===== config.mk =====
export PLATFORM = sky130hd
export DESIGN_NAME = ssec_sensor_ctrl
export DESIGN_NICKNAME = d
export VERILOG_FILES = /design/src/inc/ssec_pkg.sv /design/src/hw/ssec_spi_slave.sv /design/src/hw/ssec_sensor_ctrl.sv
export SDC_FILE = /design/constraint.sdc
export NUM_CORES = 2
export LEC_CHECK = 0
export ABC_AREA = 0
export BUFFER_PORTS_ARGS = -buffer_cell sky130_fd_sc_hd__clkbuf_2
export CORE_MARGIN = 10
export CORE_UTILIZATION = 45
export CTS_BUF_LIST = sky130_fd_sc_hd__clkbuf_2 sky130_fd_sc_hd__clkbuf_4 sky130_fd_sc_hd__clkbuf_8
export DETAILED_ROUTE_END_ITERATION = 8
export GPL_TIMING_DRIVEN = 0
export PLACE_DENSITY_LB_ADDON = 0.08
export SYNTH_ARGS = -nofsm -noshare
export SYNTH_HDL_FRONTEND = slang
export SYNTH_SLANG_ARGS = --single-unit

===== constraint.sdc =====
create_clock -name hclk -period 21.1 [get_ports hclk]
set_input_delay 4.22 -clock hclk [delete_from_list [all_inputs] [get_ports hclk]]
set_output_delay 4.22 -clock hclk [all_outputs]
set_load 0.01 [all_outputs]

===== src/inc/ssec_pkg.sv =====
// Purpose: shared constants and types of the sensor serial port and exposure sequencer
// Assumes: register index n sits at AHB byte address 4*n; serial address equals the index
// Notes: reset values of the timing registers are plain defaults
package ssec_pkg;
  localparam int NREG = 10;
  localparam int NWR = 9;
  localparam logic [8:0] REG_CTRL = 9'h000;
  localparam logic [8:0] REG_TIMER_MULT = 9'h001;
  localparam logic [8:0] REG_FRAME_TIME_COUNT = 9'h002;
  localparam logic [8:0] REG_EXPOSURE = 9'h003;
  localparam logic [8:0] REG_RESET_LEN = 9'h004;
  localparam logic [8:0] REG_LINE_LEN = 9'h005;
  localparam logic [8:0] REG_LINES = 9'h006;
  localparam logic [8:0] REG_ROW_OVERHEAD_TIME = 9'h007;
  localparam logic [8:0] REG_FRAME_OVERHEAD_TIME = 9'h008;
  localparam logic [8:0] REG_STATUS = 9'h009;
  localparam logic [8:0] REG_NONE = 9'h1FF;
  localparam int AHB_IDX_LSB = 2;
  localparam int AHB_IDX_MSB = 10;
  // control register fields
  localparam int CTRL_MODE_LSB = 0;
  localparam int CTRL_FRAME_TIME_MODE_SEL_BIT = 2;
  localparam int CTRL_ENABLE_BIT = 3;
  localparam int CTRL_MON_SEL_LSB = 4;
  localparam logic [1:0] MODE_PIPELINED = 2'h0;
  localparam logic [1:0] MODE_TRIG_MASTER = 2'h1;
  localparam logic [1:0] MODE_TRIG_SLAVE = 2'h2;
  localparam logic [2:0] MON_SEL_FIRST_LINE = 3'h5;
  // index 8 first, index 0 last
  localparam logic [NWR-1:0][15:0] CFG_RESET = {
    16'h0020, 16'h0008, 16'h0400, 16'h0040, 16'h0010,
    16'h0100, 16'h0800, 16'h0001, 16'h0000};
  // serial frame: 9 address bits, direction bit, 16 data bits
  localparam logic [4:0] SPI_ADDR_BITS = 5'h09;
  localparam logic [4:0] SPI_DIR_BIT = 5'h0A;
  localparam logic [4:0] SPI_LAST_BIT = 5'h1A;
  typedef enum logic [2:0] {EXP_IDLE, EXP_RESET, EXP_WAIT_LINE, EXP_EXPOSE, EXP_EXTEND} ssec_exp_t;
  typedef enum logic [1:0] {RO_IDLE, RO_FRAME_OVH, RO_ROW_OVH, RO_LINE} ssec_ro_t;
endpackage


===== src/hw/ssec_spi_slave.sv =====
// Purpose: four-wire serial register port, oversampled by the system clock
// Assumes: sck well below a quarter of hclk; mosi changes on sck falling edges
// Notes: completed writes leave as a one-cycle pulse in the hclk domain
`timescale 1ns/1ps
module ssec_spi_slave
  import ssec_pkg::*;
(
  input wire logic hclk,
  input wire logic hresetn,
  input wire logic ce,
  input wire logic sck,
  input wire logic ss_n,
  input wire logic mosi,
  input wire logic [15:0] rd_data,
  output logic [8:0] addr,
  output logic [15:0] wdata,
  output logic wr_pulse,
  output logic miso,
  output logic miso_oe
);
  typedef struct packed {
    logic [2:0] sck_s;
    logic [1:0] ss_s;
    logic [1:0] mosi_s;
    logic [4:0] bitcnt;
    logic is_read;
    logic [8:0] addr;
    logic [15:0] shift;
    logic wr_pulse;
    logic miso;
    logic miso_oe;
  } ssec_spi_t;

  ssec_spi_t s;
  ssec_spi_t next_s;
  logic sck_rise;
  logic bit_in;
  logic [4:0] cnt_inc;

  always_comb begin
    next_s = s;
    next_s.sck_s = {s.sck_s[1:0], sck};
    next_s.ss_s = {s.ss_s[0], ss_n};
    next_s.mosi_s = {s.mosi_s[0], mosi};
    next_s.wr_pulse = 1'b0;
    // edge seen on synchronised stages only
    sck_rise = s.sck_s[1] & ~s.sck_s[2];
    bit_in = s.mosi_s[1];
    cnt_inc = s.bitcnt + 5'h01;
    // RULE1: select frames access
    if (s.ss_s[1]) begin
      next_s.bitcnt = 5'h00;
      next_s.is_read = 1'b0;
      next_s.miso = 1'b0;
      next_s.miso_oe = 1'b0;
    end else if (sck_rise && s.bitcnt != SPI_LAST_BIT) begin
      next_s.bitcnt = cnt_inc;
      // RULE4: sample on rising edge
      if (s.bitcnt < SPI_ADDR_BITS) begin
        // RULE2: nine address bits
        next_s.addr = {s.addr[7:0], bit_in};
      end else if (s.bitcnt == SPI_ADDR_BITS) begin
        // RULE5: direction bit decode
        next_s.is_read = ~bit_in;
        if (!bit_in) begin
          // RULE7: drive read data
          next_s.shift = rd_data;
          next_s.miso = rd_data[15];
          next_s.miso_oe = 1'b1;
        end
      end else if (s.is_read) begin
        next_s.shift = {s.shift[14:0], 1'b0};
        next_s.miso = s.shift[14];
        if (cnt_inc == SPI_LAST_BIT) begin
          next_s.miso_oe = 1'b0;
        end
      end else begin
        // RULE6: sixteen data bits in
        next_s.shift = {s.shift[14:0], bit_in};
        if (cnt_inc == SPI_LAST_BIT) begin
          next_s.wr_pulse = 1'b1;
        end
      end
    end
  end

  always_ff @(posedge hclk or negedge hresetn) begin
    if (!hresetn) begin
      s <= '0;
      s.ss_s <= 2'h3;
    end else if (ce) begin
      s <= next_s;
    end
  end

  assign addr = s.addr;
  assign wdata = s.shift;
  assign wr_pulse = s.wr_pulse;
  assign miso = s.miso;
  assign miso_oe = s.miso_oe;

  a_select_idle: assert property (@(posedge hclk) disable iff (!hresetn) // RULE1
    ce && s.ss_s[1] |=> s.bitcnt == 5'h00 && !s.miso_oe)
    else $error("deselect did not clear the serial port");
  a_rise_capture: assert property (@(posedge hclk) disable iff (!hresetn) // RULE4
    ce && !s.ss_s[1] && sck_rise && s.bitcnt < SPI_ADDR_BITS |=> s.addr[0] == $past(s.mosi_s[1]))
    else $error("address bit not taken on sck rise");
  a_read_drive: assert property (@(posedge hclk) disable iff (!hresetn) // RULE7
    $rose(s.miso_oe) |-> s.is_read && s.bitcnt == SPI_DIR_BIT)
    else $error("miso driven outside a read data phase");
  a_write_word: assert property (@(posedge hclk) disable iff (!hresetn) // RULE6
    s.wr_pulse |-> s.bitcnt == SPI_LAST_BIT && !s.is_read && $past(s.bitcnt) == 5'h19)
    else $error("write pulse without sixteen data bits");
endmodule


===== src/hw/ssec_sensor_ctrl.sv =====
// Purpose: register file on AHB-Lite and serial port, plus global shutter exposure sequencer
// Assumes: one base timer unit is one hclk cycle; readout is modelled by line timing registers
// Notes: all outputs are registered; ce low freezes every flip-flop
//
// Our own choices: register access over AHB-Lite and the register addresses.
`timescale 1ns/1ps
// How it works
// RULE1: low select starts access, sck asynchronous
// RULE2: nine-bit address, sixteen-bit data word
// RULE3: master shifts address MSB first after select
// RULE4: device samples rising edge, master drives falling
// RULE5: tenth bit high writes, low reads
// RULE6: write data follows, sixteen bits MSB first
// RULE7: read data out MSB first, else released
// RULE8: master deselects one period after last bit
// RULE9: master keeps sck at most sixth of reference
// RULE10: master deselects two periods between accesses
// RULE11: timer counts base cycles times multiplier
// RULE12: pipelined timing from frame and exposure counts
// RULE13: transfer in overhead, reset, then expose
// RULE14: exposure start waits for next line start
// RULE15: pipelined exposure stretched until readout completes
// RULE16: frame time mode derives reset length itself
// RULE17: trigger rise starts timed exposure, frame ignored
// RULE18: master mode ignores falling edge, pulse 100ns
// RULE19: triggered master extends to last line
// RULE20: monitor marks first line when select five
// RULE21: slave: rise exposes, fall transfers and reads
// RULE22: slave early fall extends to last line
// RULE23: serial writes synchronised before sequencer use
module ssec_sensor_ctrl
  import ssec_pkg::*;
#(
  parameter int FRAMES_W = 8
) (
  input wire logic hclk,
  input wire logic hresetn,
  input wire logic ce,
  input wire logic hsel,
  input wire logic [31:0] haddr,
  input wire logic [1:0] htrans,
  input wire logic hwrite,
  input wire logic [2:0] hsize,
  input wire logic hready,
  input wire logic [31:0] hwdata,
  output logic [31:0] hrdata,
  output logic hreadyout,
  output logic hresp,
  input wire logic spi_sck,
  input wire logic spi_ss_n,
  input wire logic spi_mosi,
  output logic spi_miso,
  output logic spi_miso_oe,
  input wire logic shutter_trigger_in,
  output logic first_monitor_out,
  output logic pd_reset_out,
  output logic exposing_out,
  output logic readout_busy_out
);
  if (FRAMES_W < 1 || FRAMES_W > 8) begin : g_bad_width
    $error("FRAMES_W must be 1 to 8");
  end

  typedef struct packed {
    logic [NWR-1:0][15:0] cfg;
    logic wr_pend;
    logic [8:0] wr_idx;
    logic [31:0] hrdata;
    logic hreadyout;
    logic hresp;
    logic [2:0] trig_s;
    ssec_exp_t exp_st;
    logic [31:0] exp_cnt;
    logic fall_seen;
    ssec_ro_t ro_st;
    logic [15:0] ro_cnt;
    logic [15:0] line_idx;
    logic line_start;
    logic [FRAMES_W-1:0] frames;
    logic pd_reset;
    logic exposing;
    logic ro_busy;
    logic monitor;
  } ssec_core_t;

  ssec_core_t s;
  ssec_core_t next_s;

  logic [8:0] spi_addr;
  logic [15:0] spi_wdata;
  logic spi_wr;
  logic [15:0] spi_rd_data;
  logic [1:0] mode;
  logic frmode;
  logic en;
  logic [2:0] mon_sel;
  logic trig_rise;
  logic trig_fall;
  logic [31:0] exp_target;
  logic [31:0] frame_units;
  logic [31:0] rst_target;
  logic [15:0] status;
  logic ahb_take;
  logic [8:0] ahb_idx;
  logic ro_busy_c;
  logic timer_done;
  logic exp_done;
  logic xfer;

  function automatic logic [15:0] ssec_read(input logic [8:0] idx,
                                            input logic [NWR-1:0][15:0] cfg,
                                            input logic [15:0] stat);
    if (idx < 9'(NWR)) begin
      return cfg[idx[3:0]];
    end else if (idx == REG_STATUS) begin
      return stat;
    end
    return 16'h0000;
  endfunction

  // RULE11: count times multiplier
  function automatic logic [31:0] ssec_units(input logic [15:0] count,
                                             input logic [15:0] mult);
    return {16'h0000, count} * {16'h0000, mult};
  endfunction

  function automatic logic ssec_last(input logic [15:0] cnt, input logic [15:0] len);
    return ({1'b0, cnt} + 17'h00001) >= {1'b0, len};
  endfunction

  // RULE23: serial writes arrive synchronised
  ssec_spi_slave u_spi (
    .hclk(hclk),
    .hresetn(hresetn),
    .ce(ce),
    .sck(spi_sck),
    .ss_n(spi_ss_n),
    .mosi(spi_mosi),
    .rd_data(spi_rd_data),
    .addr(spi_addr),
    .wdata(spi_wdata),
    .wr_pulse(spi_wr),
    .miso(spi_miso),
    .miso_oe(spi_miso_oe)
  );

  assign mode = s.cfg[REG_CTRL][CTRL_MODE_LSB +: 2];
  assign frmode = s.cfg[REG_CTRL][CTRL_FRAME_TIME_MODE_SEL_BIT];
  assign en = s.cfg[REG_CTRL][CTRL_ENABLE_BIT];
  assign mon_sel = s.cfg[REG_CTRL][CTRL_MON_SEL_LSB +: 3];
  assign status = {8'(s.frames), s.ro_busy, s.pd_reset, s.exposing, 2'h0, s.exp_st};
  assign spi_rd_data = ssec_read(spi_addr, s.cfg, status);
  assign ahb_take = hsel && htrans[1] && hready;
  assign ahb_idx = (haddr[31:AHB_IDX_MSB+1] != '0) ? REG_NONE : haddr[AHB_IDX_MSB:AHB_IDX_LSB];
  assign trig_rise = s.trig_s[1] & ~s.trig_s[2];
  assign trig_fall = ~s.trig_s[1] & s.trig_s[2];
  assign ro_busy_c = s.ro_st != RO_IDLE;
  // RULE12: frame and exposure counts
  assign exp_target = ssec_units(s.cfg[REG_EXPOSURE], s.cfg[REG_TIMER_MULT]);
  assign frame_units = ssec_units(s.cfg[REG_FRAME_TIME_COUNT], s.cfg[REG_TIMER_MULT]);
  // RULE16: reset derived from frame
  assign rst_target = !frmode ? ssec_units(s.cfg[REG_RESET_LEN], s.cfg[REG_TIMER_MULT]) :
                      (frame_units > exp_target) ? frame_units - exp_target : 32'h00000000;
  assign timer_done = s.exp_cnt >= exp_target;

  always_comb begin
    next_s = s;
    exp_done = 1'b0;
    xfer = 1'b0;
    next_s.trig_s = {s.trig_s[1:0], shutter_trigger_in};
    next_s.line_start = 1'b0;
    // bus data phase write, serial write after it
    next_s.wr_pend = 1'b0;
    if (s.wr_pend && s.wr_idx < 9'(NWR)) begin
      next_s.cfg[s.wr_idx[3:0]] = hwdata[15:0];
    end
    if (spi_wr && spi_addr < 9'(NWR)) begin
      next_s.cfg[spi_addr[3:0]] = spi_wdata;
    end
    if (ahb_take) begin
      if (hwrite) begin
        next_s.wr_pend = 1'b1;
        next_s.wr_idx = ahb_idx;
      end else if (s.wr_pend && s.wr_idx == ahb_idx && ahb_idx < 9'(NWR)) begin
        // back-to-back write then read of one register would otherwise read stale
        next_s.hrdata = {16'h0000, hwdata[15:0]};
      end else begin
        next_s.hrdata = {16'h0000, ssec_read(ahb_idx, s.cfg, status)};
      end
    end
    // readout model: overhead, then row overhead plus line body per line
    unique case (s.ro_st)
      RO_IDLE: begin
      end
      RO_FRAME_OVH: begin
        next_s.ro_cnt = s.ro_cnt + 16'h0001;
        if (ssec_last(s.ro_cnt, s.cfg[REG_FRAME_OVERHEAD_TIME])) begin
          next_s.ro_st = RO_ROW_OVH;
          next_s.ro_cnt = 16'h0000;
          next_s.line_idx = 16'h0000;
          next_s.line_start = 1'b1;
        end
      end
      RO_ROW_OVH: begin
        next_s.ro_cnt = s.ro_cnt + 16'h0001;
        if (ssec_last(s.ro_cnt, s.cfg[REG_ROW_OVERHEAD_TIME])) begin
          next_s.ro_st = RO_LINE;
          next_s.ro_cnt = 16'h0000;
        end
      end
      RO_LINE: begin
        next_s.ro_cnt = s.ro_cnt + 16'h0001;
        if (ssec_last(s.ro_cnt, s.cfg[REG_LINE_LEN])) begin
          next_s.ro_cnt = 16'h0000;
          if (ssec_last(s.line_idx, s.cfg[REG_LINES])) begin
            next_s.ro_st = RO_IDLE;
          end else begin
            next_s.ro_st = RO_ROW_OVH;
            next_s.line_idx = s.line_idx + 16'h0001;
            next_s.line_start = 1'b1;
          end
        end
      end
    endcase
    if (!en) begin
      next_s.exp_st = EXP_IDLE;
    end else begin
      unique case (s.exp_st)
        EXP_IDLE: begin
          next_s.exp_cnt = 32'h00000000;
          if (mode == MODE_PIPELINED) begin
            next_s.exp_st = EXP_RESET;
          // RULE17: rise starts integration
          end else if (trig_rise && (mode == MODE_TRIG_MASTER || mode == MODE_TRIG_SLAVE)) begin
            next_s.exp_st = EXP_WAIT_LINE;
            next_s.fall_seen = 1'b0;
          end
        end
        EXP_RESET: begin
          // RULE13: reset after overhead transfer
          if (s.ro_st != RO_FRAME_OVH) begin
            next_s.exp_cnt = s.exp_cnt + 32'h00000001;
            if (s.exp_cnt >= rst_target) begin
              next_s.exp_st = EXP_WAIT_LINE;
            end
          end
        end
        EXP_WAIT_LINE: begin
          // RULE14: start at line start, or at once when readout is idle
          if (!ro_busy_c || s.line_start) begin
            next_s.exp_st = EXP_EXPOSE;
            next_s.exp_cnt = 32'h00000000;
          end
        end
        EXP_EXPOSE: begin
          next_s.exp_cnt = s.exp_cnt + 32'h00000001;
          // RULE21: slave ends on fall
          exp_done = (mode == MODE_TRIG_SLAVE) ? s.fall_seen : timer_done;
          if (exp_done) begin
            // RULE15: stretch past readout
            // RULE19: extend to last line
            // RULE22: early fall also extends
            if (ro_busy_c) begin
              next_s.exp_st = EXP_EXTEND;
            end else begin
              xfer = 1'b1;
            end
          end
        end
        EXP_EXTEND: begin
          if (!ro_busy_c) begin
            xfer = 1'b1;
          end
        end
        default: begin
          next_s.exp_st = EXP_IDLE;
        end
      endcase
    end
    // RULE18: fall only counts in slave mode
    if (mode == MODE_TRIG_SLAVE && trig_fall) begin
      next_s.fall_seen = 1'b1;
    end
    if (xfer) begin
      next_s.ro_st = RO_FRAME_OVH;
      next_s.ro_cnt = 16'h0000;
      next_s.frames = s.frames + FRAMES_W'(1);
      next_s.exp_cnt = 32'h00000000;
      next_s.exp_st = (mode == MODE_PIPELINED) ? EXP_RESET : EXP_IDLE;
    end
    next_s.exposing = next_s.exp_st == EXP_EXPOSE || next_s.exp_st == EXP_EXTEND;
    next_s.pd_reset = !next_s.exposing;
    next_s.ro_busy = next_s.ro_st != RO_IDLE;
    // RULE20: first line marker
    next_s.monitor = mon_sel == MON_SEL_FIRST_LINE && next_s.line_idx == 16'h0000 &&
                     (next_s.ro_st == RO_ROW_OVH || next_s.ro_st == RO_LINE);
    next_s.hreadyout = 1'b1;
    next_s.hresp = 1'b0;
  end

  always_ff @(posedge hclk or negedge hresetn) begin
    if (!hresetn) begin
      s <= '0;
      s.cfg <= CFG_RESET;
      s.hreadyout <= 1'b1;
      s.pd_reset <= 1'b1;
    end else if (ce) begin
      s <= next_s;
    end
  end

  assign hrdata = s.hrdata;
  assign hreadyout = s.hreadyout;
  assign hresp = s.hresp;
  assign first_monitor_out = s.monitor;
  assign pd_reset_out = s.pd_reset;
  assign exposing_out = s.exposing;
  assign readout_busy_out = s.ro_busy;

  a_trig_start: assert property (@(posedge hclk) disable iff (!hresetn) // RULE17
    ce && en && mode == MODE_TRIG_MASTER && s.exp_st == EXP_IDLE && trig_rise
    |=> s.exp_st == EXP_WAIT_LINE)
    else $error("trigger rise did not start exposure");
  a_fall_ignored: assert property (@(posedge hclk) disable iff (!hresetn) // RULE18
    ce && en && mode == MODE_TRIG_MASTER && s.exp_st == EXP_EXPOSE && trig_fall && !timer_done
    |=> s.exp_st == EXP_EXPOSE && s.exposing)
    else $error("falling trigger ended a master exposure");
  a_expose_on_line: assert property (@(posedge hclk) disable iff (!hresetn) // RULE14
    ce && $rose(s.exposing) |-> $past(s.line_start) || !$past(s.ro_busy))
    else $error("exposure began mid line");
  a_extend_readout: assert property (@(posedge hclk) disable iff (!hresetn) // RULE15
    ce && en && s.exp_st == EXP_EXPOSE && mode == MODE_PIPELINED && timer_done && ro_busy_c
    |=> s.exp_st == EXP_EXTEND)
    else $error("exposure not stretched over readout");
  a_extend_last_line: assert property (@(posedge hclk) disable iff (!hresetn) // RULE19
    ce && $fell(s.exposing) && en |-> !$past(s.ro_busy) && s.ro_st == RO_FRAME_OVH)
    else $error("transfer started while lines were read");
  a_slave_extend: assert property (@(posedge hclk) disable iff (!hresetn) // RULE22
    ce && en && mode == MODE_TRIG_SLAVE && s.exp_st == EXP_EXPOSE && s.fall_seen && ro_busy_c
    |=> s.exp_st == EXP_EXTEND && s.exposing)
    else $error("early slave fall not extended");
  a_slave_fall: assert property (@(posedge hclk) disable iff (!hresetn) // RULE21
    ce && en && mode == MODE_TRIG_SLAVE && s.exp_st == EXP_EXPOSE && s.fall_seen && !ro_busy_c
    |=> !s.exposing && s.ro_st == RO_FRAME_OVH)
    else $error("slave fall did not start transfer");
  a_reset_length: assert property (@(posedge hclk) disable iff (!hresetn) // RULE13
    ce && en && s.exp_st == EXP_RESET && s.ro_st != RO_FRAME_OVH && s.exp_cnt < rst_target
    |=> s.exp_st == EXP_RESET && s.pd_reset)
    else $error("photodiode reset released early");
  a_monitor_first: assert property (@(posedge hclk) disable iff (!hresetn) // RULE20
    ce && $rose(first_monitor_out) |-> $past(s.ro_st) == RO_FRAME_OVH && mon_sel == 3'h5)
    else $error("monitor rose away from the first line");
  a_spi_write_sync: assert property (@(posedge hclk) disable iff (!hresetn) // RULE23
    ce && spi_wr && spi_addr == REG_EXPOSURE && !(s.wr_pend && s.wr_idx == REG_EXPOSURE)
    |=> s.cfg[REG_EXPOSURE] == $past(spi_wdata))
    else $error("serial write not applied");
  a_bus_okay: assert property (@(posedge hclk) disable iff (!hresetn)
    ce |-> hreadyout && !hresp)
    else $error("bus answer not zero-wait okay");
endmodule


* Yosys cells after proc, flatten, opt, wreduce, memory -nomap -nowiden
Index checks and enable logic that the tools add are counted. Widths: inputs -> output; s select.
Storage, ports and cells: bits in registers 313, bits of input ports 79, output and inout port bits 40
Cells by class: add/subtract/negate cells 8, $mul 3, order comparisons 16, eq/ne operators 27, mux-type cells 80, bitwise operators 10, reductions and logical operators 47
Operators by type and width (number):
- $bwmux 144 | 2
- $mux 144 | 2
- $mux 16 | 13
- $mux 35 | 5
- $bmux 16 s4 | 2
- $demux 16 s4 | 2
- $pmux 32 s4 | 1
- $mul 16x16->32 | 3
- $mux 32 | 3
- $ge 17x16->1 | 4
- $ge 32x32->1 | 2
- $pmux 18 s3 | 1
- $mux 42 | 1
- $mux 18 | 2
- $add 16x1->17 const B | 2
- $mux 34 | 1
- $pmux 17 s2 | 1
- $mux 33 | 1
- $add 16x1->16 const B | 2
- $add 32x1->32 const B | 1
- $gt 32x32->1 | 1
- $sub 32x32->32 | 1
- $lt 9x4->1 const B | 3
- $mux 1 | 24
- 46 further kinds | 111

* Logic depth before layout (Yosys ltp)
depth in word-level cells 13, gate-level depth with buffers 49, mapped depth without buffers 45

* Modules after synthesis
A second synthesis with hierarchy kept.
Second synthesis, totals: cells, all modules 5681, area total of the unflattened synthesis 48514.0 um^2
Modules (own cells, without submodules):
- ssec_sensor_ctrl | instances 1, cells an instance 5494, area an instance 46221.8 um^2, sequential area each 6417.4 um^2
- ssec_spi_slave | instances 1, cells an instance 187, area an instance 2292.2 um^2, sequential area each 1028.5 um^2

* Worst setup path before layout
No wires, ideal clock.
kind register -> register, start point reg s[155] (netlist name), end point reg s[80] (netlist name), arrival time 10.430 ns, data required time 21.035 ns, path slack 10.605 ns, cell stages (with the launch flop) 48, path buffers 3, period minus slack after synthesis 10.495 ns, path through dfrtp_1 clkbuf_1 clkbuf_1 clkbuf_1 nand2_1 fa_1 inv_1 fa_1 inv_1 fa_1 inv_1 fa_1 fa_1 inv_1 fa_1 inv_1 ha_1 a21o_1 [... 12 more ...] a211oi_1 a21boi_0 o31ai_1 maj3_2 or3b_1 o211a_2 a32o_1 ha_1 nand2b_1 a21o_1 a211oi_1 o31ai_1 a2111oi_0 nor4b_1 o311ai_0 a2bb2oi_1 o311ai_0 o21a_1
On the way: longest elaborated chain between the ends 10
RTL lines:
- from (decl) | line ssec_sensor_ctrl.sv:86 | ssec_core_t s;
- from (signal assigned) | line ssec_sensor_ctrl.sv:308 | s <= next_s;
- $mul 16x16->32 | line ssec_sensor_ctrl.sv:124 | return {16'h0000, count} * {16'h0000, mult};
- $sub 32x32->32 or $gt 32x32->1 (tied branches) | line ssec_sensor_ctrl.sv:163 | (frame_units > exp_target) ? frame_units - exp_target : 32'h00000000;
- $mux 32 | line ssec_sensor_ctrl.sv:163
- $mux 32 | line ssec_sensor_ctrl.sv:162 | assign rst_target = !frmode ? ssec_units(s.cfg[REG_RESET_LEN], s.cfg[REG_TIMER_MULT]) :
- $ge 32x32->1 | line ssec_sensor_ctrl.sv:243 | if (s.exp_cnt >= rst_target) begin
- $mux 3 | line ssec_sensor_ctrl.sv:243
- $mux 35 | line ssec_sensor_ctrl.sv:241 | if (s.ro_st != RO_FRAME_OVH) begin
- $pmux 3 s5 | line ssec_sensor_ctrl.sv:228 | unique case (s.exp_st)
- $mux 3 | line ssec_sensor_ctrl.sv:225 | if (!en) begin
- $mux 35 * | line ssec_sensor_ctrl.sv:284 | if (xfer) begin
Every way passes the cells marked *; elsewhere a longest branch is shown, timed or not. The select of a mux whose other input is x is not followed. A chain may end at the register's enable or synchronous reset.

* Worst setup path in the final report
start point reg s[149] (netlist name), end point reg s (netlist bit exposing_out)
On the way: longest elaborated chain between the ends 12
RTL lines:
- $mul 16x16->32 | line ssec_sensor_ctrl.sv:124
- $sub 32x32->32 or $gt 32x32->1 (tied branches) | line ssec_sensor_ctrl.sv:163
- $mux 32 | line ssec_sensor_ctrl.sv:163
- $mux 32 | line ssec_sensor_ctrl.sv:162
- $ge 32x32->1 | line ssec_sensor_ctrl.sv:243
- $mux 3 | line ssec_sensor_ctrl.sv:243
- $mux 35 | line ssec_sensor_ctrl.sv:241
- $pmux 3 s5 | line ssec_sensor_ctrl.sv:228
- $mux 3 | line ssec_sensor_ctrl.sv:225
- $mux 35 * | line ssec_sensor_ctrl.sv:284
- $eq 3x2->1 or $eq 3x3->1 (tied branches) | line ssec_sensor_ctrl.sv:291 | next_s.exposing = next_s.exp_st == EXP_EXPOSE || next_s.exp_st == EXP_EXTEND;
- $logic_or 1x1->1 * | line ssec_sensor_ctrl.sv:291
Marks and branches as above.

==> results.yml <==
drt:
  ant_nets: 0
  first_pass_iters: 6
  drc_errors: 0
  avgRoutedWirePerCell_um: 25.8
  viasPerCell: 5.89
  dr_total_vias: 42500
  drt_iter0_markers: 4752
  drt-total-wl_mm: 186
global_routing:
  grt_pass1_vias: 41600
  grt-ovfl-total: 0
  grt_usage_pct: 30.4
  grt_max_degree: 105
  grt_pass1_wl_mm: 274
  antenna_found_initial: 20
clock_network:
  clk_latency_ps: 770
  root_buffer: "clkbuf_8"
  cts_tree: "yes"
  cts_sinks: 297
  cts_resized: 0
  htree_levels: 2
  clock_path_buffers: 3
  numCtsBuffers: 57
  cts_setup_buffers: 0
  clk_pin_slew_ps: 60
  ctsHoldBuffers: 0
sta:
  drv_slew: 0
  setup_viol: 0
  post-route-min-period_ps: 13950
  fmax_mhz: 71.7
  rsz0062_at_grt: "false"
  finalSetupTns_ps: 0
  hold_violations: 0
  worst_pin_slew_ps: 1390
  finalCritPeriodShare_pct: 66.1
  slew_headroom_pct: 7.44
  fin_skew_ps: 92.6
layout:
  area_growth_syn_to_layout_pct: 7.46
  layout-drive-gt1-share_pct: 6.64
  nNetsFinal: 6910
  fin_area_sq_um: 51500
  fin_util_pct: 48.8
  fin_cells: 7213
setup_path:
  arrival_ps: 14550
  cp_slowest_cell: "nor4b_1"
  cpMostUsedCell: "fa_1"
  crit_type: "reg2reg"
  cp.required_ps: 21700
  critPathCaptureType: "register"
  path_max_fanout: 10
  regToRegSetupSlack_ps: 7150
  crit_path_max_incr_delay_ps: 970
  worst-r2r-cell-count: 43
  start_kind: "register"
yosys:
  async_reset_ff_share_pct: 100
  synth.avg_cell_area_sq_um: 8.52
  netlist-cell-type-count: 97
  synth_ff_type: "dfrtp_1"
  synth_area_leader_cell: "fa_1"
  synth_edf_count: 0
  synth_seq_cells: 297
  synthCells: 5626
  seq_area_frac_synth_pct: 15.5
  synth_top_area_share_pct: 24.4
  synth_area_sq_um: 47900
  synthTopCellsByArea: "fa_1, dfrtp_1, ha_1"
  synth_warnings: 0
power_and_ir_drop:
  p_leak_nw: 24.4
  peakVddDrop_mv: 0.0895
  power_density_nw_per_um2: 81.2
placed_design:
  numPortBuffers: 60
  routabilityCongestion: 1.02
  dp.cells: 7096
  place_area_sq_um: 50100
  hpwl_mm: 149
die:
  die_h_um: 346
  core-area_sq_um: 106000
  die_x_um: 346
  boundaryPins: 119
  core.rowCount: 119
  start_util_pct: 45.4
  dieArea_sq_um: 120000
outcome:
  status: "finished, final reports clean"
min_path:
  hold_depth: 2
  hold_path_class: "reg2reg"
flow_run:
  cap_violations: 0
cells in the final DEF (no fill, tap or decap), drive strengths merged, types with 48 or more instances in the layout:
master / Yosys / final
fa: 583 / 583
nor2: 344 / 344
a21o: 76 / 76
o21ai: 191 / 191
xnor2: 97 / 97
mux2: 48 / 48
nand2: 640 / 640
inv: 809 / 811
clkbuf: 304 / 449
a21oi: 405 / 405
nand4: 48 / 48
dfrtp: 286 / 286
xor2: 57 / 57
ha: 484 / 484
buf: 81 / 84
o22ai: 152 / 152
nand3: 65 / 65
and2: 338 / 338
nor2b: 50 / 50
nor3: 49 / 49
sequential cells by signal, summed over array words and instances (netlist names), 2 cells and up:
signal        count
u_spi.addr        9
s               227
u_spi.wdata      16
u_spi.next_s      4
hrdata           16
next_s            2
u_spi.s           8
mon_sel           3
mode              2
worst max-delay path, delay by kind of cell (launching register included):
family	cells	cell delay (ps)
compound gates	17	3970
xor+xnor	1	440
fa+ha+maj	10	4340
buf+inv	6	1920
flops	1	580
simple gates	9	2590
cell families (layout without fill, tap and decap cells):
group / after synthesis / in the layout / share of synthesized area [%]
buffers and inverters: 1194 / 1362 / 9.74
AND/OR/NAND/NOR: 1690 / 1690 / 16.9
AO/OA/AOI/OAI: 1132 / 1132 / 15.1
multiplexers: 89 / 89 / 2.82
XOR/XNOR: 154 / 154 / 2.82
adder cells (fa/ha/maj): 1068 / 1068 / 37.0
other: 2 / 30 / 0.0157
flip-flops: 297 / 297 / 15.5
Yosys cell counts (11+ instances only):
cell and count:
nor2b_1 49, o221ai_1 19, nand4_1 48, nor2_1 344
nor3_1 46, a211oi_1 15, o21ai_0 189, a22oi_2 24
and2_1 337, o221a_2 15, ha_1 484, xnor2_1 97
clkbuf_1 303, a22o_1 35, o211ai_1 27, or3_1 18
a31oi_1 16, buf_1 25, mux2_2 48, o22ai_1 152
buf_4 36, a311oi_1 15, nand2_1 640, buf_2 16
inv_1 809, a21oi_1 403, xor2_1 57, and4_1 14
dfstp_2 11, o21a_1 30, mux4_2 32, a21o_1 76
o31ai_1 17, nor4_1 22, and3_1 22, nand2b_1 33
fa_1 583, o21bai_1 11, dfrtp_1 286, nand3_1 65
power by group:
part           leakage, nW  internal [mW]  total [mW]  switching [mW]
combinational         19.8           1.05        2.81            1.76
clock                0.718          0.400       0.695           0.296
sequential            3.85          0.616       0.679          0.0628
layer usage:
metal | up-vias | GRT usage [%] | routed length [um]
li1 | 18800 | - | -
met1 | 21200 | 43.0 | 80700
met2 | 2157 | 42.4 | 75200
met3 | 338 | 11.3 | 23600
met4 | 4 | 9.83 | 6880
met5 | - | 0 | 24
cell type report:
cell class,instances,area (sq um)
antenna,12,30.0
inverter,809,3040
sequential,297,7450
multi-input combinational,4151,35900
buffer,385,1630
clock buffer,85,1110
tap,1391,1740
fill,10500,54100
clock inverter,20,240
timing repair buffer,63,392
final timing paths:
kind | from | end
max | s[149] | exposing_out
min | u_spi.next_s[39] | u_spi.next_s[40]
max reg2reg | s[149] | exposing_out
min reg2reg | u_spi.next_s[39] | u_spi.next_s[40]
max in group asynchronous | hresetn | s[172]
min in group asynchronous | hresetn | s[76]
metrics by stage:
| step | total power [mW] | hold slack (ps) | setup slack, ps |
|---|---|---|---|
| global route | 4.48 | 520 | 6630 |
| floorplan | 2.55 | 449 | 10610 |
| CTS | 4.12 | 492 | 7350 |
| detailed placement | 3.40 | 478 | 7350 |
| global placement | 3.40 | 472 | 7280 |
| finish | 4.18 | 488 | 7150 |
Power figures use the tool's default switching activity.
